File: config.mk
export PLATFORM = sky130hd
export DESIGN_NAME = aux_monitor_voltage_uv_fault_and_write_lock
export DESIGN_NICKNAME = d
export VERILOG_FILES = /design/src/hdl/uv_lock_pkg.sv /design/src/hdl/retry_timer_if.sv /design/src/hdl/aux_monitor_voltage_uv_fault_and_write_lock.sv /design/src/hdl/retry_timer.sv /design/src/hdl/write_gate.sv
export SDC_FILE = /design/constraint.sdc
export NUM_CORES = 1
export LEC_CHECK = 0
export BUFFER_PORTS_ARGS = -buffer_cell sky130_fd_sc_hd__buf_2
export CAP_MARGIN = 5
export CORE_AREA = 2 2 315 317
export DETAILED_ROUTE_END_ITERATION = 8
export DIE_AREA = 0 0 317 319
export PLACE_DENSITY = 0.38
export SKIP_CTS_REPAIR_TIMING = 1
export SLEW_MARGIN = 30
export SYNTH_ARGS = -nofsm -noshare
export SYNTH_HDL_FRONTEND = slang
export SYNTH_SLANG_ARGS = --single-unit
File: constraint.sdc
create_clock -name ref_clk -period 2.3 [get_ports ref_clk]
set_input_delay 0.23 -clock ref_clk [delete_from_list [all_inputs] [get_ports ref_clk]]
set_output_delay 0.23 -clock ref_clk [all_outputs]
set_load 0.01 [all_outputs]
File: src/hdl/uv_lock_pkg.sv
// Functional notes
// Response mode 00 ignores undervoltage faults.
// Active response pulls alert low, sets fault bit.
// Fault bits cleared only by CLEAR_FAULTS.
// Mode 10 disables at once, then retries.
// Mode 11 holds off until above 105%.
// Retry code 000 stays off until cleared.
// Retry code 111 restarts continuously without checking.
// Continuous retry waits for voltage above 105%.
// Retry spacing is (delay code + 1) times 35 ms.
// Response register resets to BFh.
// Write permission per command mask bit; reads free.
// User and default stores keep own masks, passwords.
// Default-cleared commands need default private password.
// User-cleared commands need user private password.
// Four tiers; 0/1 public, higher need private.
// Private password writes only raise the tier.
// Public password write sets tier 0 or 1.
// Four tiers for maker down to end user.
// Tier 1 only on user public password match; reset loads tier 1 without one.
// Mask bit index equals command code.
// Refused writes are dropped and flagged.
`default_nettype none
package uv_lock_pkg;
    // Command codes of this block; CMD_PROTECT_MASK is defined here but is not handled by the block.
    localparam logic [7:0] CMD_CLEAR_FAULTS = 8'h03;
    localparam logic [7:0] CMD_AUX_UV_RESPONSE = 8'hF9;
    localparam logic [7:0] CMD_WRITE_AUTHORITY_TIER = 8'hFA;
    localparam logic [7:0] CMD_PRIVATE_PASSWORD = 8'hFB;
    localparam logic [7:0] CMD_PUBLIC_PASSWORD = 8'hFC;
    localparam logic [7:0] CMD_PROTECT_MASK = 8'hFD;

    // Reset values.
    localparam logic [7:0] AUX_UV_RESPONSE_RST = 8'hBF;
    localparam logic [1:0] TIER_RST = 2'h1;

    // Response register field positions.
    localparam int RESP_MODE_LSB = 6;
    localparam int RESP_RETRY_LSB = 3;
    localparam int RESP_DELAY_LSB = 0;

    // Response modes in bits 7:6 and retry settings in bits 5:3.
    localparam logic [1:0] MODE_IGNORE = 2'h0;
    localparam logic [1:0] MODE_UNUSED = 2'h1;
    localparam logic [1:0] MODE_RETRY = 2'h2;
    localparam logic [1:0] MODE_HOLD = 2'h3;
    localparam logic [2:0] RETRY_NONE = 3'h0;
    localparam logic [2:0] RETRY_FOREVER = 3'h7;

    // Authority tiers.
    localparam logic [1:0] TIER_OPEN = 2'h0;
    localparam logic [1:0] TIER_PUBLIC = 2'h1;
    localparam logic [1:0] TIER_USER = 2'h2;
    localparam logic [1:0] TIER_MAKER = 2'h3;

    // Password and mask widths.
    localparam int PRIVATE_PW_BITS = 72;
    localparam int PUBLIC_PW_BITS = 32;
    localparam int MASK_BITS = 256;

    // Recovery threshold of 105 percent as the ratio 21/20.
    localparam logic [4:0] RECOVER_NUM = 5'h15;
    localparam logic [4:0] RECOVER_DEN = 5'h14;

    // Retry time unit.
    localparam int RETRY_UNIT_MS = 35;
    localparam int CLK_FREQ_HZ = 40000000;
    localparam int RETRY_UNIT_CYCLES = RETRY_UNIT_MS * (CLK_FREQ_HZ / 1000);

    // Undervoltage response states.
    typedef enum logic [2:0] {
        UV_RUN,
        UV_LATCHED,
        UV_WAIT_RECOVER,
        UV_WAIT_DELAY,
        UV_HOLD
    } uv_state_t;
endpackage : uv_lock_pkg
`default_nettype wire

File: src/hdl/retry_timer_if.sv
`timescale 1ns/1ps
`default_nettype none
// Start request and expiry between the fault controller and its retry timer.
interface retry_timer_if;
    logic start;
    logic [2:0] delay_code;
    logic expired;

    modport ctrl (output start, output delay_code, input expired);
    modport timer (input start, input delay_code, output expired);
endinterface : retry_timer_if
`default_nettype wire

File: src/hdl/aux_monitor_voltage_uv_fault_and_write_lock.sv
`timescale 1ns/1ps
`default_nettype none
module aux_monitor_voltage_uv_fault_and_write_lock #(
    parameter int RETRY_UNIT_CYCLES = uv_lock_pkg::RETRY_UNIT_CYCLES,
    parameter int VOLT_BITS = 12
) (
    input wire logic ref_clk, // 40 MHz system clock.
    input wire logic rst_n, // Asynchronous reset, active low.
    input wire logic cmd_valid, // Command strobe, one cycle.
    input wire logic cmd_write, // High for write, low for read.
    input wire logic [7:0] cmd_code, // Command code.
    input wire logic [uv_lock_pkg::PRIVATE_PW_BITS-1:0] cmd_wdata, // Write data, low bits first.
    output logic rsp_valid, // Answer strobe, one cycle.
    output logic [7:0] rsp_rdata, // Read data.
    output logic rsp_refused, // Write was refused.
    input wire logic [uv_lock_pkg::MASK_BITS-1:0] user_mask, // User store mask.
    input wire logic [uv_lock_pkg::MASK_BITS-1:0] default_mask, // Default store mask.
    input wire logic [uv_lock_pkg::PRIVATE_PW_BITS-1:0] user_private_pw, // User password.
    input wire logic [uv_lock_pkg::PRIVATE_PW_BITS-1:0] default_private_pw, // Default password.
    input wire logic [uv_lock_pkg::PUBLIC_PW_BITS-1:0] user_public_pw, // Public password.
    input wire logic [VOLT_BITS-1:0] aux_monitor_voltage, // Monitored voltage code.
    input wire logic [VOLT_BITS-1:0] aux_undervoltage_limit, // Undervoltage limit code.
    input wire logic commanded_on, // Output commanded on.
    input wire logic bias_ok, // Bias power present.
    input wire logic other_fault, // Another fault forces shutdown.
    output logic output_enable, // Power stage enable.
    output logic alert_output_line_n, // Alert line, active low.
    output logic aux_uv_fault_flag, // Sticky undervoltage status bit.
    output logic comm_fault_flag // Sticky refused-write status bit.
);
    import uv_lock_pkg::*;

    localparam int PRODUCT_BITS = VOLT_BITS + 5;

    logic [7:0] response_q;
    logic [1:0] tier_q;
    uv_state_t state_q;
    logic uv_flag_q;
    logic comm_flag_q;
    logic out_en_q;
    logic alert_n_q;
    logic rsp_valid_q;
    logic [7:0] rsp_rdata_q;
    logic rsp_refused_q;
    logic write_allowed;
    logic wr_cmd;
    logic clear_cmd;
    logic uv_fault;
    logic uv_recovered;
    logic fault_event;
    logic forced_off;
    logic [1:0] resp_mode;
    logic [2:0] resp_retry;
    logic [PRODUCT_BITS-1:0] volt_scaled;
    logic [PRODUCT_BITS-1:0] limit_scaled;

    retry_timer_if tmr_bus ();

    retry_timer #(
        .UNIT_CYCLES(RETRY_UNIT_CYCLES)
    ) u_retry_timer (
        .ref_clk(ref_clk),
        .rst_n(rst_n),
        .tmr(tmr_bus.timer)
    );

    write_gate u_write_gate (
        .code(cmd_code),
        .tier(tier_q),
        .user_mask(user_mask),
        .default_mask(default_mask),
        .allowed(write_allowed)
    );

    // Decoded command strobes; a refused write reaches no register but the comm fault flag and the refusal answer.
    assign wr_cmd = cmd_valid && cmd_write && write_allowed;
    assign clear_cmd = wr_cmd && (cmd_code == CMD_CLEAR_FAULTS);

    // Response fields.
    assign resp_mode = response_q[RESP_MODE_LSB +: 2];
    assign resp_retry = response_q[RESP_RETRY_LSB +: 3];

    // Fault below the limit; recovery strictly above 105 percent of it.
    // Cross-multiplying avoids a divider at the cost of a wider compare.
    assign volt_scaled = PRODUCT_BITS'(aux_monitor_voltage) * PRODUCT_BITS'(RECOVER_DEN);
    assign limit_scaled = PRODUCT_BITS'(aux_undervoltage_limit) * PRODUCT_BITS'(RECOVER_NUM);
    assign uv_fault = aux_monitor_voltage < aux_undervoltage_limit;
    assign uv_recovered = volt_scaled > limit_scaled;

    // ignore when mode is 00
    assign fault_event = (state_q == UV_RUN) && out_en_q && uv_fault
        && (resp_mode == MODE_RETRY || resp_mode == MODE_HOLD);

    // only these stop continuous retries
    assign forced_off = !commanded_on || !bias_ok || other_fault;

    // response register, written only when permitted
    always_ff @(posedge ref_clk or negedge rst_n)
    begin
        if (!rst_n)
            response_q <= AUX_UV_RESPONSE_RST;
        else if (wr_cmd && cmd_code == CMD_AUX_UV_RESPONSE)
            response_q <= cmd_wdata[7:0];
    end

    // four-valued authority tier
    always_ff @(posedge ref_clk or negedge rst_n)
    begin
        if (!rst_n)
            tier_q <= TIER_RST;
        else if (wr_cmd && cmd_code == CMD_PUBLIC_PASSWORD)
        begin
            // public sets 0 or 1
            if (cmd_wdata[PUBLIC_PW_BITS-1:0] == user_public_pw)
                tier_q <= TIER_PUBLIC;
            else
                tier_q <= TIER_OPEN;
        end
        else if (wr_cmd && cmd_code == CMD_PRIVATE_PASSWORD)
        begin
            // private only raises
            if (cmd_wdata == default_private_pw)
                tier_q <= TIER_MAKER;
            else if (cmd_wdata == user_private_pw && tier_q < TIER_USER)
                tier_q <= TIER_USER;
        end
    end

    // sticky undervoltage bit; a new fault beats a clear
    always_ff @(posedge ref_clk or negedge rst_n)
    begin
        if (!rst_n)
            uv_flag_q <= 1'b0;
        else if (fault_event)
            uv_flag_q <= 1'b1;
        else if (clear_cmd)
            uv_flag_q <= 1'b0;
    end

    // refused write flag; set wins over clear
    always_ff @(posedge ref_clk or negedge rst_n)
    begin
        if (!rst_n)
            comm_flag_q <= 1'b0;
        else if (cmd_valid && cmd_write && !write_allowed)
            comm_flag_q <= 1'b1;
        else if (clear_cmd)
            comm_flag_q <= 1'b0;
    end

    // Undervoltage response sequencer.
    always_ff @(posedge ref_clk or negedge rst_n)
    begin
        if (!rst_n)
            state_q <= UV_RUN;
        else
        begin
            case (state_q)
                UV_RUN:
                begin
                    if (fault_event)
                    begin
                        // hold until recovery
                        if (resp_mode == MODE_HOLD)
                            state_q <= UV_HOLD;
                        // retry after recovery
                        else if (resp_retry == RETRY_FOREVER)
                            state_q <= UV_WAIT_RECOVER;
                        // no retry; unused codes too
                        else
                            state_q <= UV_LATCHED;
                    end
                end
                UV_LATCHED:
                begin
                    if (clear_cmd)
                        state_q <= UV_RUN;
                end
                UV_HOLD:
                begin
                    if (uv_recovered)
                        state_q <= UV_RUN;
                end
                UV_WAIT_RECOVER:
                begin
                    if (forced_off)
                        state_q <= UV_RUN;
                    else if (uv_recovered)
                        state_q <= UV_WAIT_DELAY;
                end
                UV_WAIT_DELAY:
                begin
                    // restart without re-checking
                    if (forced_off || tmr_bus.expired)
                        state_q <= UV_RUN;
                end
                default:
                    state_q <= UV_RUN;
            endcase
        end
    end

    // timer starts on each shutdown
    assign tmr_bus.start = fault_event;
    assign tmr_bus.delay_code = response_q[RESP_DELAY_LSB +: 3];

    // output drops in the cycle after the fault
    always_ff @(posedge ref_clk or negedge rst_n)
    begin
        if (!rst_n)
            out_en_q <= 1'b0;
        else
            out_en_q <= !forced_off && !fault_event
                && (state_q == UV_RUN || (state_q == UV_WAIT_DELAY && tmr_bus.expired)
                || (state_q == UV_HOLD && uv_recovered)
                || (state_q == UV_LATCHED && clear_cmd));
    end

    // alert low while a status bit stands
    always_ff @(posedge ref_clk or negedge rst_n)
    begin
        if (!rst_n)
            alert_n_q <= 1'b1;
        else
            alert_n_q <= !(uv_flag_q || comm_flag_q);
    end

    // reads are always answered
    always_ff @(posedge ref_clk or negedge rst_n)
    begin
        if (!rst_n)
        begin
            rsp_valid_q <= 1'b0;
            rsp_rdata_q <= 8'h00;
            rsp_refused_q <= 1'b0;
        end
        else
        begin
            rsp_valid_q <= cmd_valid;
            rsp_refused_q <= cmd_valid && cmd_write && !write_allowed;
            if (cmd_valid && !cmd_write && cmd_code == CMD_AUX_UV_RESPONSE)
                rsp_rdata_q <= response_q;
            else if (cmd_valid && !cmd_write && cmd_code == CMD_WRITE_AUTHORITY_TIER)
                rsp_rdata_q <= {6'h00, tier_q};
            else
                rsp_rdata_q <= 8'h00;
        end
    end

    assign rsp_valid = rsp_valid_q;
    assign rsp_rdata = rsp_rdata_q;
    assign rsp_refused = rsp_refused_q;
    assign output_enable = out_en_q;
    assign alert_output_line_n = alert_n_q;
    assign aux_uv_fault_flag = uv_flag_q;
    assign comm_fault_flag = comm_flag_q;
endmodule : aux_monitor_voltage_uv_fault_and_write_lock
`default_nettype wire

File: src/hdl/retry_timer.sv
`timescale 1ns/1ps
`default_nettype none
module retry_timer #(
    parameter int UNIT_CYCLES = uv_lock_pkg::RETRY_UNIT_CYCLES
) (
    input wire logic ref_clk, // System clock.
    input wire logic rst_n, // Asynchronous reset, active low.
    retry_timer_if.timer tmr // Start and expiry.
);
    import uv_lock_pkg::*;

    logic [31:0] cycle_q;
    logic [3:0] units_q;
    logic [3:0] target_q;
    logic running_q;
    logic expired_q;
    logic unit_tick;

    // One-cycle enable at the end of each retry unit.
    assign unit_tick = running_q && (cycle_q == 32'(UNIT_CYCLES - 1));

    // Cycle divider; restarts on every start so the first unit is whole.
    always_ff @(posedge ref_clk or negedge rst_n)
    begin
        if (!rst_n)
            cycle_q <= 32'h0;
        else if (tmr.start || unit_tick || !running_q)
            cycle_q <= 32'h0;
        else
            cycle_q <= cycle_q + 32'h1;
    end

    // delay unit count
    always_ff @(posedge ref_clk or negedge rst_n)
    begin
        if (!rst_n)
        begin
            units_q <= 4'h0;
            target_q <= 4'h1;
            running_q <= 1'b0;
            expired_q <= 1'b0;
        end
        else
        begin
            if (tmr.start)
            begin
                expired_q <= 1'b0;
                units_q <= 4'h0;
                target_q <= {1'b0, tmr.delay_code} + 4'h1;
                running_q <= 1'b1;
            end
            else if (unit_tick)
            begin
                units_q <= units_q + 4'h1;
                if (units_q + 4'h1 == target_q)
                begin
                    running_q <= 1'b0;
                    expired_q <= 1'b1;
                end
            end
        end
    end

    assign tmr.expired = expired_q;
endmodule : retry_timer
`default_nettype wire

File: src/hdl/write_gate.sv
`timescale 1ns/1ps
`default_nettype none
module write_gate (
    input wire logic [7:0] code, // Command code of the write.
    input wire logic [1:0] tier, // Current authority tier.
    input wire logic [uv_lock_pkg::MASK_BITS-1:0] user_mask, // User store mask.
    input wire logic [uv_lock_pkg::MASK_BITS-1:0] default_mask, // Default store mask.
    output logic allowed // Write may proceed.
);
    import uv_lock_pkg::*;

    // Password commands are never protectable, so tier 0 can always climb back.
    always_comb
    begin
        allowed = 1'b0;
        if (code == CMD_PUBLIC_PASSWORD || code == CMD_PRIVATE_PASSWORD)
            allowed = 1'b1;
        // default mask check
        else if (!default_mask[code])
            allowed = (tier >= TIER_MAKER);
        // user mask check
        else if (!user_mask[code])
            allowed = (tier >= TIER_USER);
        // open commands need public tier
        else
            allowed = (tier >= TIER_PUBLIC);
    end
endmodule : write_gate
`default_nettype wire

==> impl_metrics.csv <==
group,metric,value,unit
drt,routed_wirelength,83700,um
place,dpl_cell_area,19500,um2
global_route,grt_pass1_vias,15100,
floorplan,die_h,319,um
clock_tree,cts_tree,"done",
drt,wl_per_cell,23.3,um
worst_setup_path,crit_type,"input pin to register",
global_route,gr-total-overflow,0,
drt,wl_met3,6440,um
drt,first_iter_violations,946,
finish,final_area,20600,um2
global_route,antenna_found_initial,31,
outcome,outcome,"finished, violations left",
sta,skew,0.00892,ns
sta,worst_pin_slew,0.615,ns
logic_synthesis,synthMuxAreaShare,26.5,%
finish,finalNetCount,3177,
place,dp_slack,-2.59,ns
clock_tree,cts_sinks,69,
global_route,grt_util_all_layers,15.8,%
worst_setup_path,crit_buf_inv,2,
floorplan,ios,813,
drt,viasPerCell,4.01,
place,dpl.hpwl,77000,um
logic_synthesis,syn_area,11600,um2
sta,fin_crit,4.40,ns
drt,drt-met1-wl,37100,um
logic_synthesis,synth_edf_count,0,
clock_tree,numCtsBuffers,9,
finish,final_cell_mix,"806 x buf_2, 278 x buf_4, 119 x xnor2_1",
power_and_ir_drop,irDropWorstVdd,0.000339,V
finish,syn2layout_area_growth,77.1,%
global_route,grt_pass1_wl,112000,um
logic_synthesis,synth-seq-area-share,15.0,%
power_and_ir_drop,power_frac_seq,17.4,%
logic_synthesis,yosys.area_share.simple,14.6,%
power_and_ir_drop,p_switching,2.65,mW
worst_setup_path,cp_top_family,"adder cells",
clock_tree,ctsHtreeMaxLevel,3,
floorplan,row_count,115,
sta,fin_ws,-2.10,ns
drt,drcViolationCount,0,
power_and_ir_drop,p_per_area,351,nW/um2
place,routabilityCongestion,0.912,
finish,final_common_cell,"buf_2",
sta,setup_violations,57,
power_and_ir_drop,comb_power_share,61.6,%
floorplan,core_region_area,97700,um2
logic_synthesis,ys_ff_latch,69,
logic_synthesis,synth_cell_types,61,
logic_synthesis,synth-main-ff-cell,"dfrtp_1",
worst_setup_path,worstPathArrival,4.65,ns
finish,drive_above_1_share,59.1,%
outcome,violations,"setup timing",
worst_setup_path,cp_max_fo,3,
clock_tree,clkSlewWorstSetupHoldPaths,0.06,ns
worst_setup_path,worstSetupStartpointType,"input pin",
logic_synthesis,synth_compound_area_share,11.8,%
floorplan,die_area,101000,um2
floorplan,die_w,317,um
drt,top_layer_used,"met5",
logic_synthesis,synthXorXnorAreaFrac,15.5,%
place,port_buffers,812,
clock_tree,clock_latency,0.34,ns
logic_synthesis,synth_top_family_by_area,"multiplexers",
logic_synthesis,async_reset_ff_share,100,%
sta,finalMaxSlewViolations,0,
sta,hold_violations,0,
sta,rsz0062_at_grt,"yes",
drt,vias,14400,
worst_setup_path,timing.critical_path.slowest_cell_delay,0.50,ns
logic_synthesis,ys_warn_count,0,
floorplan,start_util,11.9,%
sta,hold-worst-slack,0.151,ns
drt,postRouteAntennaNets,0,
worst_setup_path,cp_data_required_time,2.56,ns
drt,route.met2.wl,38600,um
worst_setup_path,slowest_stage,"fa_1",
power_and_ir_drop,pwr-share-clk,21.1,%
power_and_ir_drop,cellLeakagePower,9.60,nW
logic_synthesis,synth_nets,2103,
job,maxCapViolCount,0,
global_route,grt_max_degree,38,
sta,max-slew-margin-rel,58.4,%
clock_tree,clock-root-buffer,"clkbuf_16",
power_and_ir_drop,cellInternalPower,4.58,mW
logic_synthesis,synth_adder_area_share,10.8,%
logic_synthesis,avgSynthCellArea,9.60,um2
worst_setup_path,critPathCaptureType,"register",
clock_tree,clockBufferDepth,2,
drt,drt_pre_antenna_iters,5,
logic_synthesis,syn_inst,1209,
power_and_ir_drop,swShare,36.6,%
sta,min_period_over_period,191,%
sta,max_freq,227,MHz
sta,tns,-18.32,ns
min_path,hold_path.class,"input pin to register",
power_and_ir_drop,power.total,7.23,mW
## cell type report
type / instances / area (um2)
diodes: 11 / 27.5
clock buffers: 12 / 256
clock inverters: 4 / 70.1
fillers: 11000 / 77100
inverters: 89 / 337
multi-input cells: 993 / 9750
flip-flops and latches: 69 / 1740
well taps: 1287 / 1610
repair buffers: 1121 / 6770
## layer usage
layer  GRT usage, %  vias up
met5              0        -
met1           21.6     6903
li1               -     6756
met4           3.13       16
met3           2.84       66
met2           25.7      631
## power by group through the flow
| stage | registers, mW | clock network, mW | logic [mW] |
|---|---|---|---|
| finish | 1.26 | 1.52 | 4.45 |
| global placement | 1.28 | 0 | 4.14 |
| floorplan | 1.26 | 0 | 1.95 |
| global route | 1.26 | 1.61 | 4.82 |
| detailed placement | 1.28 | 0 | 4.14 |
| CTS | 1.25 | 1.57 | 4.16 |
## path summary, 6_finish.rpt
path	to	depth (start not counted)	slack (ns)	from
min reg2reg	u_retry_timer.target_q[0]	2	0.48	u_retry_timer.target_q[0]
max reg2reg	u_retry_timer.cycle_q[31]	9	0.08	u_retry_timer.cycle_q[7]
min	output_enable	3	0.15	other_fault
max	state_q[2]	25	-2.10	aux_undervoltage_limit[4]
max in group asynchronous	tier_q[0]	3	1.20	rst_n
min in group asynchronous	u_retry_timer.cycle_q[23]	2	0.46	rst_n
## metrics by stage
step                instances  utilization, %
floorplan                1209               -
global placement         3541            20.0
detailed placement       3541            20.0
CTS                      3557            20.3
global route             3581            21.0
finish                   3586            21.0
## cell families (layout without fill, tap and decap cells)
group,count (synthesis),after routing
other,0,11
XOR/XNOR,205,205
AND/OR/NAND/NOR,327,327
buffers and inverters,147,1226
AO/OA/AOI/OAI,198,198
flip-flops,69,69
adder cells (fa/ha/maj),95,95
multiplexers,168,168
## synth_stat cells, drive strengths merged, types with 7 or more instances
library cell	count	area share (%)
xor2	86	6.5
fa	8	1.4
nor2	72	2.3
a21o	14	0.91
nand3	31	1.3
nand2b	7	0.38
dfrtp	59	13
dfstp	10	2.3
o21ai	27	1.2
inv	89	2.9
xnor2	119	9.0
mux2	15	1.7
o22ai	19	1.0
nor4	25	1.3
buf	33	2.1
a22o	7	0.53
nand4	50	2.7
mux2i	45	3.9
a22oi	28	1.8
a221oi	7	0.53
a211oi	11	0.71
ha	87	9.4
a21oi	31	1.3
and3	9	0.48
o221ai	7	0.53
nor2b	15	0.81
and2	8	0.43
a31oi	7	0.38
nor4b	7	0.53
mux4	108	21
nor3	17	0.73
clkbuf	25	0.81
nand2	62	2.0
## registers in the layout, summed over array words and instances (netlist names)
register / count
u_retry_timer.cycle_q: 32
response_q: 8
rsp_rdata: 8
u_retry_timer.target_q: 4
u_retry_timer.units_q: 4
state_q: 3
tier_q: 2
alert_output_line_n: 1
aux_uv_fault_flag: 1
comm_fault_flag: 1
output_enable: 1
rsp_refused: 1
rsp_valid: 1
u_retry_timer.running_q: 1
u_retry_timer.tmr.expired: 1
## worst reg2reg max path, delay by kind of cell, from the launching register on
family	cells	cell delay [ns]
compound gates	1	0.14
flops	1	0.36
simple gates	8	1.64
(Power assumes the default switching activity.)
